### src/flash_cmd_pkg.sv
// Shared constants, types and helpers for the flash command link.
// Function
// - 83h/88h buffer one page program, offset dummy
// - 86h/89h buffer two, 512 page A[21:9]
// - 82h/85h/02h program with real byte offset
// - Address 23 or 22 bits, no dummies
// - 50h block erase from page bits 14:3
// - Chip erase needs C7h 94h 80h 9Ah
// - B0h suspend, D0h resume, extra ignored
package flash_cmd_pkg;

   // -------------------------------------------------------------
   // Timing
   // -------------------------------------------------------------
   localparam int CLK_PERIOD_NS = 25;
   localparam int SCLK_HALF_NS = 50;
   localparam int SCLK_HALF_CYC =
      (SCLK_HALF_NS + CLK_PERIOD_NS - 1) / CLK_PERIOD_NS;
   localparam int CS_IDLE_NS = 50;
   localparam int CS_IDLE_CYC =
      (CS_IDLE_NS + CLK_PERIOD_NS - 1) / CLK_PERIOD_NS;

   // -------------------------------------------------------------
   // Opcodes
   // -------------------------------------------------------------
   localparam logic [7:0] OP_B1_PAGE_ERASE = 8'h83;
   localparam logic [7:0] OP_B2_PAGE_ERASE = 8'h86;
   localparam logic [7:0] OP_B1_PAGE_NOERASE = 8'h88;
   localparam logic [7:0] OP_B2_PAGE_NOERASE = 8'h89;
   localparam logic [7:0] OP_B1_BYTE_ERASE = 8'h82;
   localparam logic [7:0] OP_B2_BYTE_ERASE = 8'h85;
   localparam logic [7:0] OP_B1_BYTE_NOERASE = 8'h02;
   localparam logic [7:0] OP_BLOCK_ERASE = 8'h50;
   localparam logic [7:0] OP_SUSPEND = 8'hB0;
   localparam logic [7:0] OP_RESUME = 8'hD0;
   localparam logic [7:0] CHIP_SEQ0 = 8'hC7;
   localparam logic [7:0] CHIP_SEQ1 = 8'h94;
   localparam logic [7:0] CHIP_SEQ2 = 8'h80;
   localparam logic [7:0] CHIP_SEQ3 = 8'h9A;

   // -------------------------------------------------------------
   // Address layout
   // -------------------------------------------------------------
   localparam int ADDR_BYTES = 3;
   localparam int CHIP_BYTES = 4;
   localparam int OFS_W_528 = 10;
   localparam int OFS_W_512 = 9;
   localparam int PAGE_W = 13;
   localparam int FIELD_W = 15;
   localparam int BLOCK_LSB = 3;
   localparam int BLOCK_W = 12;

   typedef enum logic [2:0] {
      CMD_NONE = 3'b000,
      CMD_BUF_PROG = 3'b001,
      CMD_BYTE_PROG = 3'b010,
      CMD_BLOCK_ERASE = 3'b011,
      CMD_CHIP_ERASE = 3'b100,
      CMD_SUSPEND = 3'b101,
      CMD_RESUME = 3'b110
   } cmd_t;

   // Classifies the first byte of a frame.
   function automatic cmd_t decodeOp(input logic [7:0] op);
      unique case (op)
         OP_B1_PAGE_ERASE, OP_B2_PAGE_ERASE,
         OP_B1_PAGE_NOERASE, OP_B2_PAGE_NOERASE: decodeOp = CMD_BUF_PROG;
         OP_B1_BYTE_ERASE, OP_B2_BYTE_ERASE,
         OP_B1_BYTE_NOERASE: decodeOp = CMD_BYTE_PROG;
         OP_BLOCK_ERASE: decodeOp = CMD_BLOCK_ERASE;
         CHIP_SEQ0: decodeOp = CMD_CHIP_ERASE;
         OP_SUSPEND: decodeOp = CMD_SUSPEND;
         OP_RESUME: decodeOp = CMD_RESUME;
         default: decodeOp = CMD_NONE;
      endcase
   endfunction

   // Page field, 15 bits, from a 24-bit address for either page size.
   function automatic logic [FIELD_W-1:0] pageField(
      input logic [23:0] addr, input logic mode528);
      if (mode528) begin
         pageField = {1'b0, addr[23:OFS_W_528]};
      end else begin
         pageField = addr[23:OFS_W_512];
      end
   endfunction

   // Builds the 24-bit address from page field and byte offset.
   function automatic logic [23:0] packAddr(
      input logic [FIELD_W-1:0] page, input logic [9:0] ofs,
      input logic mode528);
      if (mode528) begin
         packAddr = {page[13:0], ofs};
      end else begin
         packAddr = {page, ofs[8:0]};
      end
   endfunction

endpackage

### src/flash_link_if.sv
// Serial link between the command issuer and the command decoder.
`timescale 1ns/1ps
interface flash_link_if;
   logic sclk;
   logic csN;
   logic mosi;
   modport dev (input sclk, input csN, input mosi);
   modport ctl (output sclk, output csN, output mosi);
endinterface

### src/flash_cmd_decoder.sv
// Device end: deserialises frames and decodes program and erase commands.
`timescale 1ns/1ps
module flash_cmd_decoder (
   // Clock and reset
   input wire logic clk_sys,
   input wire logic arst_n,
   // Serial link
   flash_link_if.dev link,
   // Configuration
   input wire logic pageMode528,
   // Decoded command
   output logic cmdValid,
   output flash_cmd_pkg::cmd_t cmdKind,
   output logic [7:0] cmdOpcode,
   output logic bufferTwo,
   output logic withErase,
   output logic offsetValid,
   output logic [flash_cmd_pkg::PAGE_W-1:0] pageNum,
   output logic [9:0] byteOffset,
   output logic [flash_cmd_pkg::BLOCK_W-1:0] blockNum,
   // Frame ended after its opcode byte without a complete command
   output logic cmdReject
);
   import flash_cmd_pkg::*;

   // -------------------------------------------------------------
   // Frame state
   // -------------------------------------------------------------
   typedef enum logic [2:0] {
      ST_OPC = 3'b000,
      ST_ADDR = 3'b001,
      ST_CHIP = 3'b010,
      ST_HELD = 3'b011,
      ST_DROP = 3'b100
   } dstate_t;

   dstate_t state_r, state_nxt;
   logic sclkPrev_r;
   logic csPrev_r;
   logic [2:0] bitCnt_r, bitCnt_nxt;
   logic [7:0] shift_r, shift_nxt;
   logic [1:0] byteCnt_r, byteCnt_nxt;
   logic [7:0] opcode_r, opcode_nxt;
   logic [23:0] addr_r, addr_nxt;
   logic sclkRise;
   logic frameEnd;
   logic [7:0] byteIn;
   logic [7:0] chipExpect;
   logic [FIELD_W-1:0] field;
   cmd_t opKind;

   // -------------------------------------------------------------
   // Output state
   // -------------------------------------------------------------
   logic cmdValid_nxt, cmdReject_nxt;
   cmd_t cmdKind_nxt;
   logic [7:0] cmdOpcode_nxt;
   logic bufferTwo_nxt, withErase_nxt, offsetValid_nxt;
   logic [PAGE_W-1:0] pageNum_nxt;
   logic [9:0] byteOffset_nxt;
   logic [BLOCK_W-1:0] blockNum_nxt;

   assign sclkRise = link.sclk & ~sclkPrev_r;
   assign frameEnd = link.csN & ~csPrev_r;
   assign byteIn = {shift_r[6:0], link.mosi};
   assign opKind = decodeOp(opcode_r);
   assign field = pageField(addr_r, pageMode528);

   always_comb begin
      unique case (byteCnt_r)
         2'd1: chipExpect = CHIP_SEQ1;
         2'd2: chipExpect = CHIP_SEQ2;
         2'd3: chipExpect = CHIP_SEQ3;
         default: chipExpect = CHIP_SEQ0;
      endcase
   end

   // -------------------------------------------------------------
   // Byte collection
   // -------------------------------------------------------------
   always_comb begin
      state_nxt = state_r;
      bitCnt_nxt = bitCnt_r;
      shift_nxt = shift_r;
      byteCnt_nxt = byteCnt_r;
      opcode_nxt = opcode_r;
      addr_nxt = addr_r;
      if (link.csN) begin
         // A raised select always rearms opcode capture.
         state_nxt = ST_OPC;
         bitCnt_nxt = 3'd0;
         byteCnt_nxt = 2'd0;
      end else if (sclkRise) begin
         shift_nxt = byteIn;
         bitCnt_nxt = bitCnt_r + 3'd1;
         if (bitCnt_r == 3'd7) begin
            unique case (state_r)
               ST_OPC: begin
                  opcode_nxt = byteIn;
                  addr_nxt = 24'h00_0000;
                  byteCnt_nxt = 2'd0;
                  unique case (decodeOp(byteIn))
                     CMD_NONE: state_nxt = ST_DROP;
                     CMD_SUSPEND, CMD_RESUME: state_nxt = ST_HELD;
                     CMD_CHIP_ERASE: begin
                        state_nxt = ST_CHIP;
                        byteCnt_nxt = 2'd1;
                     end
                     default: state_nxt = ST_ADDR;
                  endcase
               end
               ST_ADDR: begin
                  addr_nxt = {addr_r[15:0], byteIn};
                  byteCnt_nxt = byteCnt_r + 2'd1;
                  if (byteCnt_r == 2'(ADDR_BYTES - 1)) begin
                     state_nxt = ST_HELD;
                  end
               end
               ST_CHIP: begin
                  if (byteIn != chipExpect) begin
                     state_nxt = ST_DROP;
                  end else if (byteCnt_r == 2'(CHIP_BYTES - 1)) begin
                     state_nxt = ST_HELD;
                  end else begin
                     byteCnt_nxt = byteCnt_r + 2'd1;
                  end
               end
               ST_HELD: state_nxt = ST_HELD;
               ST_DROP: state_nxt = ST_DROP;
               default: state_nxt = ST_DROP;
            endcase
         end
      end
   end

   // -------------------------------------------------------------
   // Command issue at the end of the frame
   // -------------------------------------------------------------
   // The operation starts only when select rises, so a frame cut short
   // never launches anything; it is reported once its opcode byte is in.
   always_comb begin
      cmdValid_nxt = 1'b0;
      cmdReject_nxt = 1'b0;
      cmdKind_nxt = cmdKind;
      cmdOpcode_nxt = cmdOpcode;
      bufferTwo_nxt = bufferTwo;
      withErase_nxt = withErase;
      offsetValid_nxt = offsetValid;
      pageNum_nxt = pageNum;
      byteOffset_nxt = byteOffset;
      blockNum_nxt = blockNum;
      if (frameEnd && state_r == ST_HELD) begin
         cmdValid_nxt = 1'b1;
         cmdKind_nxt = opKind;
         cmdOpcode_nxt = opcode_r;
         bufferTwo_nxt = (opcode_r == OP_B2_PAGE_ERASE) ||
            (opcode_r == OP_B2_PAGE_NOERASE) ||
            (opcode_r == OP_B2_BYTE_ERASE);
         withErase_nxt = (opcode_r == OP_B1_PAGE_ERASE) ||
            (opcode_r == OP_B2_PAGE_ERASE) ||
            (opcode_r == OP_B1_BYTE_ERASE) ||
            (opcode_r == OP_B2_BYTE_ERASE);
         offsetValid_nxt = 1'b0;
         pageNum_nxt = '0;
         byteOffset_nxt = '0;
         blockNum_nxt = '0;
         unique case (opKind)
            CMD_BUF_PROG: begin
               pageNum_nxt = field[PAGE_W-1:0];
            end
            CMD_BYTE_PROG: begin
               pageNum_nxt = field[PAGE_W-1:0];
               offsetValid_nxt = 1'b1;
               byteOffset_nxt = pageMode528 ? addr_r[9:0] :
                  {1'b0, addr_r[8:0]};
            end
            CMD_BLOCK_ERASE: begin
               blockNum_nxt = field[BLOCK_LSB +: BLOCK_W];
            end
            default: begin
               pageNum_nxt = '0;
            end
         endcase
      end else if (frameEnd && state_r != ST_OPC) begin
         cmdReject_nxt = 1'b1;
      end
   end

   // -------------------------------------------------------------
   // Registers
   // -------------------------------------------------------------
   always_ff @(posedge clk_sys or negedge arst_n) begin
      if (!arst_n) begin
         state_r <= ST_OPC;
         sclkPrev_r <= 1'b0;
         csPrev_r <= 1'b1;
         bitCnt_r <= 3'd0;
         shift_r <= 8'h00;
         byteCnt_r <= 2'd0;
         opcode_r <= 8'h00;
         addr_r <= 24'h00_0000;
         cmdValid <= 1'b0;
         cmdReject <= 1'b0;
         cmdKind <= CMD_NONE;
         cmdOpcode <= 8'h00;
         bufferTwo <= 1'b0;
         withErase <= 1'b0;
         offsetValid <= 1'b0;
         pageNum <= '0;
         byteOffset <= 10'h000;
         blockNum <= '0;
      end else begin
         state_r <= state_nxt;
         sclkPrev_r <= link.sclk;
         csPrev_r <= link.csN;
         bitCnt_r <= bitCnt_nxt;
         shift_r <= shift_nxt;
         byteCnt_r <= byteCnt_nxt;
         opcode_r <= opcode_nxt;
         addr_r <= addr_nxt;
         cmdValid <= cmdValid_nxt;
         cmdReject <= cmdReject_nxt;
         cmdKind <= cmdKind_nxt;
         cmdOpcode <= cmdOpcode_nxt;
         bufferTwo <= bufferTwo_nxt;
         withErase <= withErase_nxt;
         offsetValid <= offsetValid_nxt;
         pageNum <= pageNum_nxt;
         byteOffset <= byteOffset_nxt;
         blockNum <= blockNum_nxt;
      end
   end

endmodule

### src/flat_wrapper.sv
// flat-port wrapper written by rule: the top's interface ports become plain ports
module flash_cmd_decoder_flat import flash_cmd_pkg::*;
  (clk_sys, arst_n, pageMode528, cmdValid, cmdKind, cmdOpcode, bufferTwo, withErase, offsetValid, pageNum, byteOffset, blockNum, cmdReject, link_sclk, link_csN, link_mosi);
  flash_link_if link_i ();
  input wire logic clk_sys;
  input wire logic arst_n;
  input wire logic pageMode528;
  output logic cmdValid;
  output flash_cmd_pkg::cmd_t cmdKind;
  output logic [7:0] cmdOpcode;
  output logic bufferTwo;
  output logic withErase;
  output logic offsetValid;
  output logic [flash_cmd_pkg::PAGE_W-1:0] pageNum;
  output logic [9:0] byteOffset;
  output logic [flash_cmd_pkg::BLOCK_W-1:0] blockNum;
  output logic cmdReject;
  input wire logic [$bits(link_i.sclk)-1:0] link_sclk;
  input wire logic [$bits(link_i.csN)-1:0] link_csN;
  input wire logic [$bits(link_i.mosi)-1:0] link_mosi;
  assign link_i.sclk = link_sclk;
  assign link_i.csN = link_csN;
  assign link_i.mosi = link_mosi;
  flash_cmd_decoder u_core (.clk_sys(clk_sys), .arst_n(arst_n), .link(link_i), .pageMode528(pageMode528), .cmdValid(cmdValid), .cmdKind(cmdKind), .cmdOpcode(cmdOpcode), .bufferTwo(bufferTwo), .withErase(withErase), .offsetValid(offsetValid), .pageNum(pageNum), .byteOffset(byteOffset), .blockNum(blockNum), .cmdReject(cmdReject));
endmodule
### config.mk
export PLATFORM = sky130hd
export DESIGN_NAME = flash_cmd_decoder_flat
export DESIGN_NICKNAME = d
export VERILOG_FILES = /design/src/flash_cmd_pkg.sv /design/src/flash_link_if.sv /design/src/flash_cmd_decoder.sv /design/src/flat_wrapper.sv
export SDC_FILE = /design/constraint.sdc
export NUM_CORES = 1
export LEC_CHECK = 0
export BUFFER_PORTS_ARGS = -buffer_cell sky130_fd_sc_hd__buf_2
export CAP_MARGIN = 20
export CORE_AREA = 8 8 132 134
export CTS_CLUSTER_DIAMETER = 100
export DETAILED_ROUTE_END_ITERATION = 12
export DIE_AREA = 0 0 140 142
export PLACE_DENSITY_LB_ADDON = 0.2
export SYNTH_ARGS = -nofsm -noshare
export SYNTH_HDL_FRONTEND = slang
export SYNTH_SLANG_ARGS = --single-unit
### constraint.sdc
create_clock -name clk_sys -period 3.6 [get_ports clk_sys]
set_input_delay 0.72 -clock clk_sys [delete_from_list [all_inputs] [get_ports clk_sys]]
set_output_delay 0.72 -clock clk_sys [all_outputs]
set_load 0.01 [all_outputs]
==> impl_metrics.ini <==
[detailed_routing]
firstDrtPassIters = 4
wl_per_cell_um = 15.09
num_vias = 3389
drt-total-wl_mm = 10.71
ant_nets = 0
via_per_inst = 4.773
drc = 0
drt_iter0_drc = 197

[job]
cap_violations = 0

[sta]
slew_viol_final = 0
rsz0062_at_grt = false
skew_ns = 0.01033
max_freq_mhz = 411.8
hold_violations = 0
layout_min_cycle_time_ns = 2.428
fin_tns_setup_ns = 0
final.setup.worst_slack_ns = 1.172
slew_headroom_pct = 36.07
setup-violations-final = 0
worst_pin_slew_ns = 0.9579
post-route-period-util_pct = 67.45

[min_path]
hp-class = in -> async

[critical_path]
rrSetupSlack_ns = 1.17
slowest_stage = dfrtp_1
start_kind = register
crit_required_ns = 3.84
r2r_end = u_core.state_r[1]
worstPathArrival_ns = 2.67
critPathMaxStageDelay_ns = 0.45
setup.worst_path.end_class = register
crit_chain = inv_1, ha_1, or3_1, a2111oi_2, o2111ai_2, nor3b_1, o2111a_1, a31o_1
r2r_cells = 8
path_max_fanout = 6
crit_type = reg -> reg
r2r-start = u_core.byteCnt_r[1]

[logic_synthesis]
synth_fp_nets = 485
synth-seq-cells = 100
syn_inst = 472
seq_area_frac_synth_pct = 55.43
yosysWarnings = 0
synth_top_flop_cell = dfrtp_1
synth_area_um2 = 4517
ys_async_sr_fraction_pct = 100.0
synth_edf_count = 0
synth.distinct_cells = 51
postSynthAreaPerCell_um2 = 9.570

[clocking]
clk_path_buf_depth = 2
htree_levels = 3
clk_latency_ns = 0.35
numCtsBuffers = 9
cts_resized = 0
postCtsSetupBuffers = 0
clockRootBuffer = clkbuf_16
cts_sinks = 100
cts_tree = yes
cts_hold_buffers = 0
clkTransAtPathRegs_ns = 0.07

[global_routing]
grt_pass1_vias = 3378
grt_max_degree = 51
grt_usage_pct = 11.42
overflow = 0
antenna_found_initial = 0
grt_pass1_wl_mm = 18.08

[pwr]
power_density_nw_per_um2 = 441.4
finalPower_w = 0.002312
peakVddDrop_v = 0.0001880
p_leak_nw = 2.512

[floorplanning]
pin_count = 57
fp.dieH_um = 142
design.core.area_um2 = 15420
die_w_um = 140
start_util_pct = 29.28
rows = 46
dieArea_um2 = 19880

[outcome]
status = complete, no violations

[finish]
fin_cells = 710
multi_input_comb_area_um2 = 1857
syn_to_final_growth_pct = 15.98
final_util_pct = 33.96
mostFrequentLayoutCells = 131 x nand2_1, 99 x dfrtp_1, 60 x o21ai_1, 55 x buf_2, 20 x nand3_1
drive_gt1_share_pct = 17.76
final_nets = 526
final.fill_count = 1621
antenna_cells = 0
mostFrequentLayoutCell = nand2_1
register_area_um2 = 2504

[place]
finalWeightedCongestion = 0.7563
placed_cells = 694
io_buffers = 56
hpwlAfterDp_mm = 7.557
post-place-ws_ns = 0.9394
==> cell type report <==
type,count,area share [%]
tap,192,4.586
multi-input combinational,331,35.44
clock inverter,6,0.9076
sequential,100,47.79
clock buffer,10,4.371
timing repair buffer,62,6.257
inverter,9,0.6449
==> critical path, delay by kind of cell, from the launching register on <==
family,cells,cell delay [ns]
compound gates,4,1.00
fa+ha+maj,1,0.19
simple gates,2,0.58
buf+inv,1,0.09
flops,1,0.45
==> routing by layer <==
layer  share of wire [%]  track usage [%]  wire length, um
met1                  46            14.09             4927
met2                  48            18.68             5169
met3                 4.7            3.858              504
met4                 1.0            3.257              111
met5                   0                0                0
==> where the power goes <==
group,leakage [nW],internal [W],total [W],switching (W)
clock network,0.127,0.000475,0.000913,0.000438
registers,1.36,0.00116,0.00126,0.000104
logic,1.02,0.0000690,0.000140,0.0000712
==> logic make-up (layout without fill, tap and decap cells) <==
logic type	Yosys count	in the layout	share of synthesized area [%]
xor+xnor	10	10	1.939
mux	25	25	5.845
compound gates	90	90	11.63
buf+inv	41	87	3.629
flops	100	100	55.43
fa+ha+maj	7	7	1.939
simple gates	199	199	19.58
==> flip-flops by register name, indices dropped and copies added, names as in the netlist, 7 cells and up <==
| signal | flops |
|---|---|
| u_core.addr_r | 24 |
| u_core.pageNum | 13 |
| u_core.blockNum | 12 |
| u_core.byteOffset | 10 |
| u_core.cmdOpcode | 8 |
| u_core.opcode_r | 8 |
| u_core.shift_r | 7 |
==> cell usage after synthesis, types with 6 or more instances <==
library cell  count  area share (%)
buf_2             8            0.89
a21oi_1           6            0.66
nand2_1         131              11
mux2i_1          14             3.1
dfrtp_1          99              55
mux2_2            6             1.5
o21ai_1          60             6.6
ha_1              7             1.9
nand3_1          21             2.3
nor2_1           14             1.2
inv_1             8            0.66
clkbuf_1         22             1.8
==> worst max-delay path by stage <==
stage,start,end,slack [ns],depth (start not counted)
final,u_core.byteCnt_r[1],u_core.state_r[1],1.17,8
after global routing,u_core.byteCnt_r[1],u_core.byteCnt_r[0],1.00,8
after CTS,u_core.byteCnt_r[1],u_core.state_r[1],1.15,8
after detailed placement,link_csN,u_core.pageNum[7],0.94,8
after global placement,link_csN,u_core.pageNum[11],1.0,8
after floorplan,link_sclk,u_core.opcode_r[2],1.30,6
==> through the flow <==
step	hold slack [ns]	area (um2)
after global routing	0.4487	5239
after detailed placement	0.4565	4962
after CTS	0.4145	5239
final	0.3986	5239
after floorplan	0.4244	4517
after global placement	0.4551	4962
(Power assumes the default switching activity.)
